==> config.mk <==
export PLATFORM = sky130hd
export DESIGN_NAME = pfc_core
export DESIGN_NICKNAME = d
export VERILOG_FILES = /design/src/pkg/pfc_pkg.sv /design/src/rtl/pfc_core.sv
export VERILOG_INCLUDE_DIRS = /design/src /design/src/pkg
export SDC_FILE = /design/constraint.sdc
export NUM_CORES = 1
export LEC_CHECK = 0
export CAP_MARGIN = 10
export CORE_MARGIN = 3
export CORE_UTILIZATION = 55
export CTS_BUF_LIST = sky130_fd_sc_hd__clkbuf_8
export DETAILED_ROUTE_END_ITERATION = 16
export DONT_BUFFER_PORTS = 1
export PLACE_DENSITY = 0.68
export SYNTH_ARGS = -nofsm -noshare
export SYNTH_HDL_FRONTEND = slang
export SYNTH_SLANG_ARGS = --single-unit
export TNS_END_PERCENT = 100
==> constraint.sdc <==
create_clock -name i_clock -period 5.5 [get_ports i_clock]
set_input_delay 0.55 -clock i_clock [delete_from_list [all_inputs] [get_ports i_clock]]
set_output_delay 0.55 -clock i_clock [all_outputs]
set_load 0.02 [all_outputs]
==> src/pkg/pfc_regs.svh <==
// Behaviour
// - Program counter is 12 bits, addressing 4096 bytes directly.
// - Beyond 4096 bytes, a separate page register extends the counter.
// - Ordinary instructions advance the counter by one.
// - Relative branch adds the signed offset to the counter.
// - Call, interrupt, reset and returns each load the counter from their source.
// - Three carry/zero pairs: normal, maskable interrupt, non-maskable.
// - Interrupt entry selects its pair; interrupt return restores the previous pair.
// - Only the active pair is reachable; switching never clears any pair.
// - Carry follows carry/borrow, bit-test copies, rotate-left shifts through.
// - Zero is set when the last result is zero, else cleared.
// - After reset the non-maskable context and its pair are active.
// - Return stack has six 12-bit levels, no visible pointer; the core shows its level on o_stack_level and in the status word.
// - Call or interrupt shifts levels down, counter into first level.
// - Either return moves first level into counter, shifts the rest up.
// - Beyond six nested pushes the stack stays deepest, oldest address lost.
// - Return on empty stack keeps stack at top, continues with next instruction.
// - Reset vector at top two bytes, non-maskable below, maskable twelve bytes lower.
`ifndef PFC_REGS_SVH
`define PFC_REGS_SVH

// ============================================================
// Widths and sizes
`define PFC_PC_W 12
`define PFC_STACK_DEPTH 6
`define PFC_PAGE_W 4
`define PFC_DATA_W 8
`define PFC_ADDR_W 12

// ============================================================
// Program memory vectors
`define PFC_VEC_RESET 12'hFFE
`define PFC_VEC_NMI 12'hFFC
`define PFC_VEC_IRQ_BASE 12'hFF0

// ============================================================
// Register offsets and status fields
`define PFC_OFS_PAGE 12'h000
`define PFC_OFS_STATUS 12'h004
`define PFC_ST_PC_LSB 0
`define PFC_ST_LEVEL_LSB 12
`define PFC_ST_CTX_LSB 16
`define PFC_ST_CARRY_BIT 18
`define PFC_ST_ZERO_BIT 19

// ============================================================
// Reset values
`define PFC_PAGE_RST 4'h0
`define PFC_FLAG_RST 1'b0
`define PFC_STACK_RST 12'h000

`endif

==> src/pkg/pfc_pkg.sv <==
package pfc_pkg;

  // ============================================================
  // Next-address command from the decoder
  typedef enum logic [2:0] {
    PFC_CMD_HOLD,
    PFC_CMD_INCR,
    PFC_CMD_BRANCH,
    PFC_CMD_CALL,
    PFC_CMD_IRQ,
    PFC_CMD_NMI,
    PFC_CMD_SUB_RETURN,
    PFC_CMD_INT_RETURN
  } pfc_cmd_t;

  // ============================================================
  // Execution context, also the flag pair index
  typedef enum logic [1:0] {
    PFC_CTX_NORMAL,
    PFC_CTX_IRQ,
    PFC_CTX_NMI
  } pfc_ctx_t;

endpackage

==> src/rtl/pfc_core.sv <==
// Design decisions made here: register access over APB and the address map.
`timescale 1ns/1ps
`include "pfc_regs.svh"

module pfc_core #(
  parameter int STACK_DEPTH = `PFC_STACK_DEPTH,
  parameter int PAGE_W = `PFC_PAGE_W,
  parameter int DATA_W = `PFC_DATA_W
) (
  input wire logic i_clock,
  input wire logic i_reset_n,
  input pfc_pkg::pfc_cmd_t i_cmd,
  input wire logic [`PFC_PC_W-1:0] i_call_target,
  input wire logic [`PFC_PC_W-1:0] i_branch_offset,
  input wire logic [1:0] i_irq_vector_sel,
  input wire logic i_carry_we,
  input wire logic i_carry_value,
  input wire logic i_zero_we,
  input wire logic [DATA_W-1:0] i_alu_result,
  input wire logic i_psel,
  input wire logic i_penable,
  input wire logic i_pwrite,
  input wire logic [`PFC_ADDR_W-1:0] i_paddr,
  input wire logic [31:0] i_pwdata,
  output logic [31:0] o_prdata,
  output logic o_pready,
  output logic o_pslverr,
  output logic [`PFC_PC_W-1:0] o_pc,
  output logic [PAGE_W-1:0] o_page,
  output logic o_carry,
  output logic o_zero,
  output pfc_pkg::pfc_ctx_t o_context,
  output logic [$clog2(STACK_DEPTH+1)-1:0] o_stack_level
);

  localparam int PC_W = `PFC_PC_W;
  localparam int LVL_W = $clog2(STACK_DEPTH+1);
  localparam int CTX_N = 3;

  // ============================================================
  // State
  logic [PC_W-1:0] pc_reg;
  logic [PC_W-1:0] pc_next;
  pfc_pkg::pfc_ctx_t ctx_reg;
  pfc_pkg::pfc_ctx_t ctx_next;
  logic [LVL_W-1:0] level_reg;
  logic [PC_W-1:0] stack_reg [STACK_DEPTH];
  pfc_pkg::pfc_ctx_t ctx_stack_reg [STACK_DEPTH];
  logic carry_reg [CTX_N];
  logic zero_reg [CTX_N];
  logic [PAGE_W-1:0] page_reg;
  logic [31:0] prdata_reg;
  logic [31:0] status_word;
  logic do_push;
  logic do_pop;
  logic stack_empty;
  logic [PC_W-1:0] pc_plus_one;
  logic [PC_W-1:0] irq_vector;

  // ============================================================
  // Stack command decode
  assign stack_empty = (level_reg == '0);
  assign do_push = (i_cmd == pfc_pkg::PFC_CMD_CALL) || (i_cmd == pfc_pkg::PFC_CMD_IRQ) ||
                   (i_cmd == pfc_pkg::PFC_CMD_NMI);
  assign do_pop = ((i_cmd == pfc_pkg::PFC_CMD_SUB_RETURN) ||
                   (i_cmd == pfc_pkg::PFC_CMD_INT_RETURN)) && !stack_empty;
  assign pc_plus_one = PC_W'(pc_reg + 1'b1);
  assign irq_vector = PC_W'(`PFC_VEC_IRQ_BASE + {9'h000, i_irq_vector_sel, 1'b0});

  // ============================================================
  // Next program counter
  always_comb begin
    case (i_cmd)
      pfc_pkg::PFC_CMD_INCR: pc_next = pc_plus_one;
      pfc_pkg::PFC_CMD_BRANCH: pc_next = PC_W'(pc_reg + i_branch_offset);
      pfc_pkg::PFC_CMD_CALL: pc_next = i_call_target;
      pfc_pkg::PFC_CMD_IRQ: pc_next = irq_vector;
      pfc_pkg::PFC_CMD_NMI: pc_next = `PFC_VEC_NMI;
      pfc_pkg::PFC_CMD_SUB_RETURN,
      pfc_pkg::PFC_CMD_INT_RETURN: pc_next = stack_empty ? pc_plus_one : stack_reg[0];
      default: pc_next = pc_reg;
    endcase
  end

  // Program counter, reset vector on reset
  always_ff @(posedge i_clock or negedge i_reset_n) begin
    if (!i_reset_n) begin
      pc_reg <= `PFC_VEC_RESET;
    end else begin
      pc_reg <= pc_next;
    end
  end

  // ============================================================
  // Context selection
  always_comb begin
    case (i_cmd)
      pfc_pkg::PFC_CMD_IRQ: ctx_next = pfc_pkg::PFC_CTX_IRQ;
      pfc_pkg::PFC_CMD_NMI: ctx_next = pfc_pkg::PFC_CTX_NMI;
      pfc_pkg::PFC_CMD_INT_RETURN: ctx_next = stack_empty ? pfc_pkg::PFC_CTX_NORMAL :
                                              ctx_stack_reg[0];
      default: ctx_next = ctx_reg;
    endcase
  end

  // Context register, non-maskable after reset
  always_ff @(posedge i_clock or negedge i_reset_n) begin
    if (!i_reset_n) begin
      ctx_reg <= pfc_pkg::PFC_CTX_NMI;
    end else begin
      ctx_reg <= ctx_next;
    end
  end

  // ============================================================
  // Flag pairs, one per context, written only when active
  for (genvar c = 0; c < CTX_N; c++) begin : g_flags
    always_ff @(posedge i_clock or negedge i_reset_n) begin
      if (!i_reset_n) begin
        carry_reg[c] <= `PFC_FLAG_RST;
        zero_reg[c] <= `PFC_FLAG_RST;
      end else if (ctx_reg == pfc_pkg::pfc_ctx_t'(c)) begin
        if (i_carry_we) begin
          carry_reg[c] <= i_carry_value;
        end
        if (i_zero_we) begin
          zero_reg[c] <= (i_alu_result == '0);
        end
      end
    end
  end

  // Active pair seen by the decoder
  assign o_carry = carry_reg[ctx_reg];
  assign o_zero = zero_reg[ctx_reg];

  // ============================================================
  // Return stack levels, shifting down on push, up on pop
  for (genvar i = 0; i < STACK_DEPTH; i++) begin : g_level
    logic [PC_W-1:0] above;
    logic [PC_W-1:0] below;
    pfc_pkg::pfc_ctx_t above_ctx;
    pfc_pkg::pfc_ctx_t below_ctx;
    if (i == 0) begin : g_first
      assign above = pc_reg;
      assign above_ctx = ctx_reg;
    end else begin : g_inner
      assign above = stack_reg[i-1];
      assign above_ctx = ctx_stack_reg[i-1];
    end
    if (i == STACK_DEPTH-1) begin : g_last
      assign below = stack_reg[i];
      assign below_ctx = ctx_stack_reg[i];
    end else begin : g_upper
      assign below = stack_reg[i+1];
      assign below_ctx = ctx_stack_reg[i+1];
    end
    always_ff @(posedge i_clock or negedge i_reset_n) begin
      if (!i_reset_n) begin
        stack_reg[i] <= `PFC_STACK_RST;
        ctx_stack_reg[i] <= pfc_pkg::PFC_CTX_NORMAL;
      end else if (do_push) begin
        stack_reg[i] <= above;
        ctx_stack_reg[i] <= above_ctx;
      end else if (do_pop) begin
        stack_reg[i] <= below;
        ctx_stack_reg[i] <= below_ctx;
      end
    end
  end

  // Occupancy, saturating at both ends
  always_ff @(posedge i_clock or negedge i_reset_n) begin
    if (!i_reset_n) begin
      level_reg <= '0;
    end else if (do_push && (level_reg != LVL_W'(STACK_DEPTH))) begin
      level_reg <= LVL_W'(level_reg + 1'b1);
    end else if (do_pop) begin
      level_reg <= LVL_W'(level_reg - 1'b1);
    end
  end

  // ============================================================
  // APB slave: page control and status readback
  always_comb begin
    status_word = '0;
    status_word[`PFC_ST_PC_LSB +: PC_W] = pc_reg;
    status_word[`PFC_ST_LEVEL_LSB +: LVL_W] = level_reg;
    status_word[`PFC_ST_CTX_LSB +: 2] = ctx_reg;
    status_word[`PFC_ST_CARRY_BIT] = carry_reg[ctx_reg];
    status_word[`PFC_ST_ZERO_BIT] = zero_reg[ctx_reg];
  end

  // Page register extends the counter beyond 4096 bytes
  always_ff @(posedge i_clock or negedge i_reset_n) begin
    if (!i_reset_n) begin
      page_reg <= `PFC_PAGE_RST;
    end else if (i_psel && i_penable && i_pwrite && (i_paddr == `PFC_OFS_PAGE)) begin
      page_reg <= i_pwdata[PAGE_W-1:0];
    end
  end

  // Read data captured in the setup cycle
  always_ff @(posedge i_clock or negedge i_reset_n) begin
    if (!i_reset_n) begin
      prdata_reg <= '0;
    end else if (i_psel && !i_penable) begin
      if (i_paddr == `PFC_OFS_PAGE) begin
        prdata_reg <= 32'(page_reg);
      end else if (i_paddr == `PFC_OFS_STATUS) begin
        prdata_reg <= status_word;
      end else begin
        prdata_reg <= '0;
      end
    end
  end

  // Zero-wait answer, error on unmapped address
  assign o_pready = 1'b1;
  assign o_pslverr = i_psel && i_penable && (i_paddr != `PFC_OFS_PAGE) &&
                     (i_paddr != `PFC_OFS_STATUS);
  assign o_prdata = prdata_reg;
  assign o_pc = pc_reg;
  assign o_page = page_reg;
  assign o_context = ctx_reg;
  assign o_stack_level = level_reg;
endmodule

==> flow_metrics.tcl <==
set metrics [dict create \
    status "finished, final reports clean" \
    yosys.area_share.simple 0.122 \
    place.port_buffers 0 \
    synth_top_family_by_area "multiplexers" \
    area_growth_syn_to_layout_pct 5.13 \
    fin_tns_setup_ns 0 \
    grt_overflow_total 0 \
    p_total_w 0.00331 \
    placedCellCount 835 \
    rsz0062_at_grt "false" \
    clkSinkCount 130 \
    max_stage_delay_ns 0.66 \
    track_usage 0.219 \
    synth_mux_area_frac 0.154 \
    synth_compound_area_frac 0.153 \
    syn_area_mm2 0.00705 \
    instances_no_fill 868 \
    cp_slowest_cell "or3_1" \
    synth_xor_area_frac 0.0261 \
    drive_gt1_frac 0.104 \
    start_util 0.575 \
    fin_crit_sh 0.548 \
    worst-slew-pin-transition_ns 1.08 \
    wl_mm 15.3 \
    cts-root-buf "clkbuf_8" \
    nets 790 \
    fp.dieH_um 119 \
    grt_max_degree 131 \
    cts_tree "done" \
    num_rows 40 \
    dieArea_mm2 0.0142 \
    arrival_ns 3.29 \
    gp_congestion 0.841 \
    p_leak_nw 3.56 \
    die_w_um 119 \
    r2r-end "g_level[0].below[4]" \
    cts_max_level 4 \
    synthFlopType "dfrtp_1" \
    drc 0 \
    grt_pass1_vias 4900 \
    ios 146 \
    hold_viol 0 \
    grt_pass1_wl_mm 25.2 \
    slew_headroom 0.278 \
    synth_async_sr_flop_share 1.00 \
    slew_violations 0 \
    clock-skew-final_ns 0.0121 \
    ys_warn_count 0 \
    n_antenna_cell 0 \
    firstDrtPassIters 5 \
    synth_largest_area_cell "dfrtp_1" \
    crit_required_ns 5.77 \
    synthAdderAreaFrac 0.0270 \
    drt-vias-per-instance 5.91 \
    peakVddDrop_uv 249 \
    cts_buffer_depth 2 \
    numCtsBuffers 17 \
    antenna_found_initial 0 \
    whs_ns 0.0514 \
    clock_latency_ns 0.44 \
    powerDensity_mw_per_mm2 446 \
    post_cts_buffers 0 \
    wire_per_inst_um 17.6 \
    largest_register_ffs 60 \
    cap_violations 0 \
    r2r-start "o_stack_level[0]" \
    clock.fmax_ghz 0.332 \
    synth_top_area_frac 0.419 \
    min_path_type "primary input to async pin" \
    period_minus_slack_ns 3.01 \
    r2r_cells 5 \
    cp-start-kind "flop" \
    drtIter0Drc 443 \
    syn_inst 718 \
    setup_viol 0 \
    yosysSeqAreaShare 0.463 \
    vias 5133 \
    place_hpwl_mm 10.1 \
    synthTopCellsByArea "dfrtp_1 (42%), mux2i_1 (11%), o21ai_0 (6.2%), nand2_1 (5.9%), dfstp_2 (4.5%)" \
    synth-edff-count 0 \
    ys_ff_latch 130 \
    cts_resized 0 \
    synthDistinctLibCells 56 \
    crit_chain "or3_1 > nand3_4 > buf_4 > mux2i_1 > o21ai_0" \
    syn_area_per_cell_um2 9.82 \
    worstPathMaxFanout 38 \
    path_class "flop to flop" \
    end_kind "flop" \
    rrSetupSlack_ns 2.49 \
    core_mm2 0.0123 \
    fill_cells 1093 \
    clk_pin_slew_ns 0.07 \
    ant_nets 0 \
]
[report_power, final]
| group | internal [W] | leakage (nW) | switching, W |
|---|---|---|---|
| clock network | 0.000413 | 0.218 | 0.000356 |
| logic | 0.000424 | 1.67 | 0.000455 |
| registers | 0.00128 | 1.67 | 0.000377 |
[cells in the mapped netlist (all sizes together), types with 5 or more instances]
master	instances
inv	8
dfstp	12
ha	12
nand2b	8
dfrtp	118
nand4	5
xor2	7
and3	6
nor2b	5
xnor2	14
clkbuf	35
mux2	24
nand3	9
a22o	16
nor3	9
nand2	110
o21ai	89
mux2i	80
buf	31
o31ai	5
nor2	24
a21oi	45
[cell families (layout without fill, tap and decap cells)]
kind of cell    count (synthesis)  in the layout
compound gates                184            184
xor+xnor                       21             21
buf+inv                        74             44
flops                         130            130
simple gates                  189            189
mux                           104            104
fa+ha+maj                      14             14
other cells                     2             14
[per-layer routing]
layer / vias to the layer above / track usage / share of wire
li1: 2450 / - / -
met3: 29 / 0.0527 / 0.065
met2: 165 / 0.337 / 0.46
met5: - / 0 / 0
met1: 2489 / 0.299 / 0.45
met4: 0 / 0.0920 / 0.026
[critical path, delay by kind of cell (launching register included)]
family / cells / cell delay [ns]
muxes: 1 / 0.24
DFF: 1 / 0.60
AOI/OAI and AO/OA: 1 / 0.09
and+or+nand+nor: 2 / 1.26
buffers and inverters: 1 / 0.61
[through the flow]
step,setup slack (ns),util,area (µm²)
3_5_place_dp,2.50,0.572,7020
4_1_cts,2.49,0.605,7410
5_1_grt,2.30,0.605,7410
2_1_floorplan,2.98,-,7100
6_report,2.49,0.605,7410
3_3_place_gp,2.51,0.572,7020
[final cells by class]
cell class	instances	area, µm²	share of cell area
well taps	168	210	0.0283
clock inverters	13	110	0.0148
flip-flops and latches	130	3270	0.441
repair buffers	4	50.0	0.00675
multi-input cells	526	3480	0.470
inverters	8	30.0	0.00405
clock buffers	19	262	0.0353
[timing repair]
item                                    in CTS  in global routing
hold buffers                                 1                  0
endpoints found under the setup margin       0                  0
endpoints found under the hold margin      130                  0
[layout by cell type (no fill, tap or decap), types with 3 or more instances in the layout]
cell | netlist | routed
or3_1 | 3 | 3
a21oi_1 | 44 | 44
inv_1 | 8 | 15
clkinv_2 | 0 | 3
nor2b_1 | 5 | 5
ha_1 | 12 | 12
nand2_1 | 110 | 110
o31ai_1 | 5 | 5
xor2_1 | 7 | 7
dfrtp_1 | 118 | 118
nor2_1 | 24 | 24
buf_4 | 22 | 3
nor3_1 | 9 | 8
nand3_1 | 8 | 7
clkbuf_8 | 0 | 19
conb_1 | 2 | 14
a22o_1 | 16 | 16
dfstp_2 | 12 | 12
mux2_4 | 4 | 4
o22a_1 | 3 | 3
nand2b_1 | 8 | 8
xnor2_1 | 14 | 14
a31oi_1 | 3 | 3
mux2i_1 | 80 | 79
o21ai_0 | 88 | 88
nand4_1 | 5 | 5
mux2_2 | 20 | 20
and3_1 | 6 | 6
[how the worst max path moves through the flow]
stage	start	endpoint	slack (ns)	cells after the start
after floorplan	o_pc[0]	o_pc[8]	2.98	9
after global placement	o_stack_level[0]	g_level[2].below[8]	2.51	5
after detailed placement	o_stack_level[0]	g_level[3].below[5]	2.50	5
after CTS	o_stack_level[0]	g_level[0].below[5]	2.49	5
after global routing	o_stack_level[0]	g_level[0].below[6]	2.30	5
final	o_stack_level[0]	g_level[0].below[4]	2.49	5
No activity file was read; power rests on OpenSTA's default activity.
